## src/serial_io_pkg.sv

```systemverilog
// Package for the serial baud generator and synchronous I/O conditioning.
// Assumes an APB slave with 32-bit data and word-aligned registers.
package serial_io_pkg;
   // Register indices; byte address is four times the index
   localparam logic [7:0] IDX_DIV_HIGH = 8'hFC;
   localparam logic [7:0] IDX_DIV_LOW = 8'hFD;
   localparam logic [7:0] IDX_SYNC_IN = 8'hFE;
   localparam logic [7:0] IDX_SYNC_OUT = 8'hFF;
   localparam logic [7:0] IDX_CORE_CTRL = 8'hF0;
   localparam logic [7:0] IDX_STATUS = 8'hF1;
   localparam logic [11:0] ADDR_DIV_HIGH = {2'h0, IDX_DIV_HIGH, 2'h0};
   localparam logic [11:0] ADDR_DIV_LOW = {2'h0, IDX_DIV_LOW, 2'h0};
   localparam logic [11:0] ADDR_SYNC_IN = {2'h0, IDX_SYNC_IN, 2'h0};
   localparam logic [11:0] ADDR_SYNC_OUT = {2'h0, IDX_SYNC_OUT, 2'h0};
   localparam logic [11:0] ADDR_CORE_CTRL = {2'h0, IDX_CORE_CTRL, 2'h0};
   localparam logic [11:0] ADDR_STATUS = {2'h0, IDX_STATUS, 2'h0};
   // Reset values
   localparam logic [7:0] RST_SYNC_IN = 8'h03;
   localparam logic [7:0] RST_SYNC_OUT = 8'h01;
   localparam logic [7:0] RST_CORE_CTRL = 8'h00;
   localparam logic [7:0] RST_DIV = 8'h00;
   // Sync input control fields
   localparam int SI_MODE_EN = 7;
   localparam int SI_RX_INV = 6;
   localparam int SI_RECEIVE_CLOCK_PIN_EDGE = 5;
   localparam int SI_CD_GATE = 4;
   localparam int SI_CD_POL = 3;
   localparam int SI_IN_DIS = 2;
   // Sync output control fields
   localparam int SO_TX_INV = 7;
   localparam int SO_TX_IDLE = 6;
   localparam int SO_TXCLK_EDGE = 5;
   localparam int SO_TXCLK_IDLE = 4;
   localparam int SO_FRAME_EN = 3;
   localparam int SO_REQ_POL = 2;
   localparam int SO_TRISTATE = 1;
   // Core control fields
   localparam int CC_STICK = 0;
   localparam int CC_LOOP = 1;
   localparam int CC_ECHO = 2;
   localparam int CC_DIV1X = 3;
   localparam int CC_BRG_SRC = 4;
   localparam int CC_EVEN = 5;
   // Smallest divisor that runs the generator
   localparam logic [15:0] DIV_MIN = 16'h0002;
   localparam logic [3:0] OVERSAMPLE_LAST = 4'hF;

   // Pin-side outputs as one bundle
   typedef struct packed {
      logic sdo;
      logic sdo_oe;
      logic tclk;
      logic tclk_oe;
      logic rts;
      logic rts_oe;
      logic fss;
   } pin_out_t;
endpackage

```

## src/serial_baud_sync_io_control.sv

```systemverilog
// Baud generator, stick parity and synchronous pin conditioning of a UART.
// Assumes pins synchronous to pclk and a transmit/receive core alongside.
`timescale 1ns/10ps
`default_nettype none
module serial_baud_sync_io_control
(
   // APB
   input wire logic pclk,
   input wire logic presetn,
   input wire logic psel,
   input wire logic penable,
   input wire logic pwrite,
   input wire logic [11:0] paddr,
   input wire logic [31:0] pwdata,
   output logic [31:0] prdata,
   output logic pready,
   output logic pslverr,
   // Pins
   input wire logic serial_data_input_pin,
   input wire logic receive_clock_pin,
   input wire logic carrier_detect_pin,
   output serial_io_pkg::pin_out_t pins,
   // Transmitter core
   input wire logic tx_shift_data,
   input wire logic tx_busy,
   input wire logic tx_first_bit,
   input wire logic tx_clk_phase,
   // Receiver core
   output logic rx_data,
   output logic rx_clk_tick,
   output logic bit_tick,
   output logic brg_tick,
   output logic parity_even
);
   typedef enum logic [1:0] {IDLE, ACTIVE} frame_t;

   logic [7:0] div_hi_q, div_lo_q, sync_in_q, sync_out_q, ctrl_q;
   logic [15:0] cnt_q, cnt_d;
   logic [3:0] os_q, os_d;
   logic div_wr_q;
   logic receive_clock_pin_q, brg_tick_q, bit_tick_q, rx_tick_q, rx_data_q, par_q;
   frame_t frame_q, frame_d;
   serial_io_pkg::pin_out_t pins_q, pins_d;
   logic [31:0] rdata_q;

   // Bus decode
   wire wr_en = psel && penable && pwrite;
   wire rd_en = psel && !penable && !pwrite;
   wire hit_hi = paddr == serial_io_pkg::ADDR_DIV_HIGH;
   wire hit_lo = paddr == serial_io_pkg::ADDR_DIV_LOW;
   wire hit_si = paddr == serial_io_pkg::ADDR_SYNC_IN;
   wire hit_so = paddr == serial_io_pkg::ADDR_SYNC_OUT;
   wire hit_cc = paddr == serial_io_pkg::ADDR_CORE_CTRL;
   wire hit_st = paddr == serial_io_pkg::ADDR_STATUS;
   wire hit_any = hit_hi | hit_lo | hit_si | hit_so | hit_cc | hit_st;

   // Effective controls; sync settings count only in sync mode
   wire sync_on = sync_in_q[serial_io_pkg::SI_MODE_EN];
   wire echo = ctrl_q[serial_io_pkg::CC_ECHO];
   wire loop = ctrl_q[serial_io_pkg::CC_LOOP];
   wire in_dis = sync_on && sync_in_q[serial_io_pkg::SI_IN_DIS];
   wire sdi = in_dis ? 1'b0 : serial_data_input_pin;
   wire rclk = in_dis ? 1'b0 : receive_clock_pin;
   wire cdet = in_dis ? 1'b0 : carrier_detect_pin;
   wire rx_inv = sync_on && !loop && sync_in_q[serial_io_pkg::SI_RX_INV];
   wire rx_fall = sync_on && !loop &&
      sync_in_q[serial_io_pkg::SI_RECEIVE_CLOCK_PIN_EDGE];
   wire cd_gate = sync_on && !loop && sync_in_q[serial_io_pkg::SI_CD_GATE];
   wire cd_pol = sync_in_q[serial_io_pkg::SI_CD_POL];
   wire cd_active = cd_pol ? cdet : !cdet;
   wire tx_inv = sync_on && !loop && sync_out_q[serial_io_pkg::SO_TX_INV];
   wire tx_idle = !(sync_on && sync_out_q[serial_io_pkg::SO_TX_IDLE]);
   wire tclk_fall = sync_on && !loop &&
      sync_out_q[serial_io_pkg::SO_TXCLK_EDGE];
   wire tclk_idle = !(sync_on && sync_out_q[serial_io_pkg::SO_TXCLK_IDLE]);
   wire frame_en = sync_on && sync_out_q[serial_io_pkg::SO_FRAME_EN];
   wire req_pol = sync_on && !loop && sync_out_q[serial_io_pkg::SO_REQ_POL];
   wire tri_on = sync_on && sync_out_q[serial_io_pkg::SO_TRISTATE];

   // Receive clock edges
   wire rx_rise = rclk && !receive_clock_pin_q;
   wire rx_fall_e = !rclk && receive_clock_pin_q;
   wire rx_edge = rx_fall ? rx_fall_e : rx_rise;
   wire rx_gate = !cd_gate || cd_active;

   // Baud generator
   wire [15:0] divisor = {div_hi_q, div_lo_q};
   wire brg_run = divisor >= serial_io_pkg::DIV_MIN;
   wire brg_src = ctrl_q[serial_io_pkg::CC_BRG_SRC] ? rx_rise : 1'b1;
   wire brg_hit = brg_run && brg_src && cnt_q == 16'h0001;
   wire div1x = ctrl_q[serial_io_pkg::CC_DIV1X];

   always_comb
   begin
      cnt_d = cnt_q;
      if (div_wr_q || !brg_run)
      begin
         cnt_d = divisor;
      end
      else if (brg_src)
      begin
         cnt_d = brg_hit ? divisor : 16'(cnt_q - 16'h0001);
      end
   end

   always_comb
   begin
      os_d = os_q;
      if (!brg_run)
      begin
         os_d = 4'h0;
      end
      else if (brg_hit)
      begin
         os_d = 4'(os_q + 4'h1);
      end
   end
   wire bit_hit = brg_hit && (div1x ||
      os_q == serial_io_pkg::OVERSAMPLE_LAST);

   // Frame tracking for request-to-send
   always_comb
   begin
      case (frame_q)
         IDLE: frame_d = (frame_en && tx_busy) ? ACTIVE : IDLE;
         ACTIVE: frame_d = (frame_en && tx_busy) ? ACTIVE : IDLE;
         default: frame_d = IDLE;
      endcase
   end
   wire req_act = frame_en && tx_busy;

   // Pin selection
   wire tx_bit = tx_busy ? (tx_shift_data ^ tx_inv) : tx_idle;
   wire tx_clk_raw = tx_busy ? (tx_clk_phase ^ tclk_fall) : tclk_idle;
   always_comb
   begin
      pins_d = '0;
      if (loop)
      begin
         pins_d.sdo = 1'b1;
      end
      else if (echo)
      begin
         pins_d.sdo = serial_data_input_pin;
      end
      else
      begin
         pins_d.sdo = tx_bit;
      end
      pins_d.tclk = echo ? receive_clock_pin : tx_clk_raw;
      if (echo)
      begin
         pins_d.rts = carrier_detect_pin;
      end
      else
      begin
         pins_d.rts = req_act ? req_pol : !req_pol;
      end
      pins_d.fss = frame_en && tx_busy && tx_first_bit;
      pins_d.sdo_oe = !tri_on;
      pins_d.tclk_oe = !tri_on;
      pins_d.rts_oe = !tri_on;
   end

   always_ff @(posedge pclk or negedge presetn)
   begin
      if (!presetn)
      begin
         div_hi_q <= serial_io_pkg::RST_DIV;
         div_lo_q <= serial_io_pkg::RST_DIV;
         sync_in_q <= serial_io_pkg::RST_SYNC_IN;
         sync_out_q <= serial_io_pkg::RST_SYNC_OUT;
         ctrl_q <= serial_io_pkg::RST_CORE_CTRL;
      end
      else if (wr_en)
      begin
         if (hit_hi) div_hi_q <= pwdata[7:0];
         if (hit_lo) div_lo_q <= pwdata[7:0];
         if (hit_si) sync_in_q <= pwdata[7:0];
         if (hit_so) sync_out_q <= pwdata[7:0];
         if (hit_cc) ctrl_q <= pwdata[7:0];
      end
   end

   wire [31:0] rd_mux =
      hit_hi ? {24'h000000, div_hi_q} :
      hit_lo ? {24'h000000, div_lo_q} :
      hit_si ? {24'h000000, sync_in_q[7:2], 2'h0} :
      hit_so ? {24'h000000, sync_out_q[7:1], 1'h0} :
      hit_cc ? {26'h0000000, ctrl_q[5:0]} :
      hit_st ? {28'h0000000, brg_run, frame_q == ACTIVE, os_q[1:0]} :
      32'h00000000;

   always_ff @(posedge pclk or negedge presetn)
   begin
      if (!presetn)
      begin
         rdata_q <= 32'h00000000;
         pready <= 1'b0;
         pslverr <= 1'b0;
      end
      else
      begin
         if (rd_en) rdata_q <= rd_mux;
         pready <= psel && !penable;
         pslverr <= psel && !penable && !hit_any;
      end
   end
   assign prdata = rdata_q;

   always_ff @(posedge pclk or negedge presetn)
   begin
      if (!presetn)
      begin
         cnt_q <= 16'h0000;
         os_q <= 4'h0;
         div_wr_q <= 1'b0;
         receive_clock_pin_q <= 1'b0;
         brg_tick_q <= 1'b0;
         bit_tick_q <= 1'b0;
         rx_tick_q <= 1'b0;
         rx_data_q <= 1'b0;
         par_q <= 1'b0;
         frame_q <= IDLE;
         pins_q <= '0;
      end
      else
      begin
         cnt_q <= cnt_d;
         os_q <= os_d;
         div_wr_q <= wr_en && (hit_hi || hit_lo);
         receive_clock_pin_q <= rclk;
         brg_tick_q <= brg_hit;
         bit_tick_q <= bit_hit;
         rx_tick_q <= rx_edge && rx_gate;
         rx_data_q <= loop ? tx_shift_data : (sdi ^ rx_inv);
         par_q <= ctrl_q[serial_io_pkg::CC_EVEN] ^
            ctrl_q[serial_io_pkg::CC_STICK];
         frame_q <= frame_d;
         pins_q <= pins_d;
      end
   end
   assign pins = pins_q;
   assign rx_data = rx_data_q;
   assign rx_clk_tick = rx_tick_q;
   assign bit_tick = bit_tick_q;
   assign brg_tick = brg_tick_q;
   assign parity_even = par_q;
endmodule // serial_baud_sync_io_control
`default_nettype wire

```

## config.mk

```make
export PLATFORM = sky130hd
export DESIGN_NAME = serial_baud_sync_io_control
export DESIGN_NICKNAME = d
export VERILOG_FILES = /design/src/serial_io_pkg.sv /design/src/serial_baud_sync_io_control.sv
export SDC_FILE = /design/constraint.sdc
export NUM_CORES = 1
export LEC_CHECK = 0
export BUFFER_PORTS_ARGS = -buffer_cell sky130_fd_sc_hd__buf_2
export CAP_MARGIN = 20
export CORE_UTILIZATION = 50
export CTS_CLUSTER_SIZE = 8
export DETAILED_ROUTE_END_ITERATION = 10
export PLACE_DENSITY_LB_ADDON = 0.3
export SLEW_MARGIN = 0
export SYNTH_ARGS = -nofsm -noshare
export SYNTH_HDL_FRONTEND = slang
export SYNTH_SLANG_ARGS = --single-unit
```

## constraint.sdc

```tcl
create_clock -name pclk -period 3.02 [get_ports pclk]
set_input_delay 0.906 -clock pclk [delete_from_list [all_inputs] [get_ports pclk]]
set_output_delay 0.906 -clock pclk [all_outputs]
set_load 0.1 [all_outputs]
```

==> summary.md <==
### Worst setup path
• Max stage delay cell, worst path: sky130_fd_sc_hd__nand2_1
• Crit. End Element: register
• critical path cell sequence: nor4_1 > a41oi_1 > nand2_1 > o21ai_1 > a221o_1
• dominant delay contributor by cell family on the critical path: simple AND/OR/NAND/NOR gates
• data arrival time of the worst path: 2.62 ns
• Startpoint Class: register
• maximum fanout along the worst path: 13
• FF-to-FF Start: div_hi_q[2]
• Buf+Inv Stages, Crit Path: 0
• required time at the worst-slack endpoint: 3.26 ns
• critical path type: register to register
• slowest cell delay on critical path: 0.53 ns
• end of the worst register-to-register path: cnt_q[3]
• depth of the worst register-to-register path: 5
• Register-to-Register Setup Slack: 0.64 ns
• start point of the critical path: div_hi_q[2]

### Placement
• number of cells in the design after placement: 570
• Port-buffer cells: 53
• Placed Area: 4610 um^2
• Final Wtd Congestion: 0.873
• HPWL reported at the end of detailed placement: 7620 um
• worst-case setup slack after placement: 0.367 ns

### Global route
• leftover overflow at the end of global routing: 0
• global-route wire length before repair: 16300 um
• antenna violations before repair: 0
• Global Route Usage Sum: 0.246
• largest net degree at the start of global routing: 45
• vias in the first global route: 3202

### Layout
• post-route standard cell area excluding fillers: 4830 um^2
• number of antenna diodes: 0
• layout-stage area growth over the synthesis result: 13.2%
• most used cells in the layout excluding fill and tap cells: sky130_fd_sc_hd__dfrtp_1 (78), sky130_fd_sc_hd__buf_2 (52), sky130_fd_sc_hd__nand2_1 (36)
• final core utilization: 0.588
• Final nets: 535
• final-layout fill cell count: 719
• most common library cell in the layout ignoring fill and taps: sky130_fd_sc_hd__dfrtp_1
• share of cells above drive strength 1: 0.288
• non-filler cells, final: 585

### Route
• number of vias per cell after detailed routing: 5.78
• count of nets left with antenna violations after detail routing: 0
• number of DRC markers after the initial detailed-route iteration: 123
• DR WL/cell: 17.5 um
• Post-Route WL: 10300 um
• router iterations before antenna repair: 4
• via count of the routed design: 3379
• DR DRC count: 0

### Yosys
• number of instances in the synthesized netlist: 413
• number of enable flip-flop cells after synthesis: 0
• sequential area share after synthesis: 0.458
• post-synthesis cell type count: 69
• average instance area after synthesis: 10.3 um^2
• Most used DFF post-synth: sky130_fd_sc_hd__dfrtp_1
• flop and latch count out of synthesis: 78
• synthesized cell area: 4260 um^2
• async set or reset register ratio after synthesis: 1.00
• number of warning messages in the yosys log: 0

### Clock tree
• H-tree levels: 3
• maximum buffer depth of the clock tree: 2
• post_cts resized: 0
• number of sinks driven by the clock tree: 78
• TritonCTS Buffers: 9
• Worst-path clk slew: 0.08 ns
• TritonCTS clock tree: yes
• number of setup buffers added after CTS: 0
• cell at the root of the clock tree: sky130_fd_sc_hd__clkbuf_8
• clock insertion delay at the later pin of the skew report: 0.35 ns
• hold-fix buffers at CTS: 0

### Die
• top-level I/O count: 102
• width of the die: 94.4 um
• initial standard-cell utilization of the core: 0.519
• area of the die: 8900 um^2
• std cell rows: 33
• Vert. Die Dim: 94.4 um
• core area: 8220 um^2

### Timing
• Rel. slew slack: 0.524
• final clock skew: 0.00746 ns
• WHS: 0.475 ns
• highest achievable clock rate: 420 MHz
• actual slew at the worst max-slew pin: 0.705 ns
• unrepaired setup endpoints after global routing: false
• final worst-path cycle share: 0.787
• post-route setup TNS: 0 ns
• final hold viol count: 0
• worst-case setup margin in the final layout: 0.642 ns
• Slew Viols, Final: 0
• endpoints failing setup: 0
• post-layout minimum cycle time: 2.38 ns

### Run status
• run status: completed

### Run
• MaxCap Viol Count: 0

### Pwr
• Pwr Total: 2.50 mW
• peak supply drop: 0.267 mV
• static leakage: 2.21 nW
• power density relative to cell area: 517 nW/um^2

### Min path
• hold path start: prdata[6]
• Hold Crit Endpoint: prdata[6]
• Worst Hold Path Cells: 2
• Hold/Removal Path Class: register to register

==> logic make-up after synthesis <==
| group | share of synthesized area |
|---|---|
| AOI/OAI and AO/OA | 0.144 |
| xor gates and xnor gates | 0.0164 |
| adders and majority gates | 0.00880 |
| buffers and inverters | 0.0739 |
| DFF | 0.458 |
| muxes | 0.109 |
| other | 0.000879 |
| and+or+nand+nor | 0.189 |
==> worst register-to-register path, stage by stage (launching register included) <==
cell and delay [ns]:
sky130_fd_sc_hd__dfrtp_1 0.43, sky130_fd_sc_hd__nor4_1 0.42, sky130_fd_sc_hd__a41oi_1 0.41, sky130_fd_sc_hd__nand2_1 0.53, sky130_fd_sc_hd__o21ai_1 0.15, sky130_fd_sc_hd__a221o_1 0.31
==> where the power goes <==
part	internal, mW	switching (mW)
registers	1.11	0.0803
logic	0.106	0.328
clock network	0.503	0.372
total	1.72	0.780
==> metal layers <==
layer	track usage	vias up	routed length [um]
met5	0	-	0
met4	0.101	0	162
met3	0.0362	14	518
met2	0.413	95	5120
met1	0.320	1673	4460
li1	-	1597	-
==> area by class of cell <==
cell class,instances,area (um^2),area share
inverters,12,45.0,0.00933
repair buffers,70,395,0.0819
multi-input cells,305,2080,0.431
flip-flops and latches,78,1950,0.404
clock buffers,11,151,0.0314
clock inverters,4,70.1,0.0145
well taps,105,131,0.0272
==> flip-flops by register name (all words and copies together), names as in the netlist, 4 cells and up <==
name,flops
cnt_q,16
div_hi_q,8
div_lo_q,8
prdata,8
sync_out_q,7
ctrl_q,6
sync_in_q,6
pins,5
os_q,4
==> how the worst max path moves through the flow <==
stage	to	slack [ns]	cells after the start
after floorplan	div_lo_q[0]	0.54	4
after global placement	cnt_q[3]	0.40	7
after detailed placement	cnt_q[6]	0.37	7
after CTS	cnt_q[6]	0.65	5
after global routing	cnt_q[6]	0.42	5
final	cnt_q[3]	0.64	5
==> cell usage after synthesis, drive strengths merged, types with 4 or more instances <==
cell / instances / share of area
dfrtp: 78 / 0.46
nand2: 36 / 0.032
buf: 34 / 0.057
mux2: 32 / 0.085
nor2: 27 / 0.024
nand3: 20 / 0.023
o21ai: 20 / 0.024
nor3: 14 / 0.020
a21oi: 13 / 0.015
inv: 12 / 0.011
nor4: 10 / 0.025
nand2b: 8 / 0.012
o22ai: 8 / 0.012
clkbuf: 7 / 0.0062
nand4: 7 / 0.012
mux2i: 6 / 0.014
nor2b: 5 / 0.0073
xnor2: 5 / 0.010
and2: 4 / 0.0059
o221a: 4 / 0.011
o31ai: 4 / 0.010
Note: power is estimated with default switching activity, not from simulation.
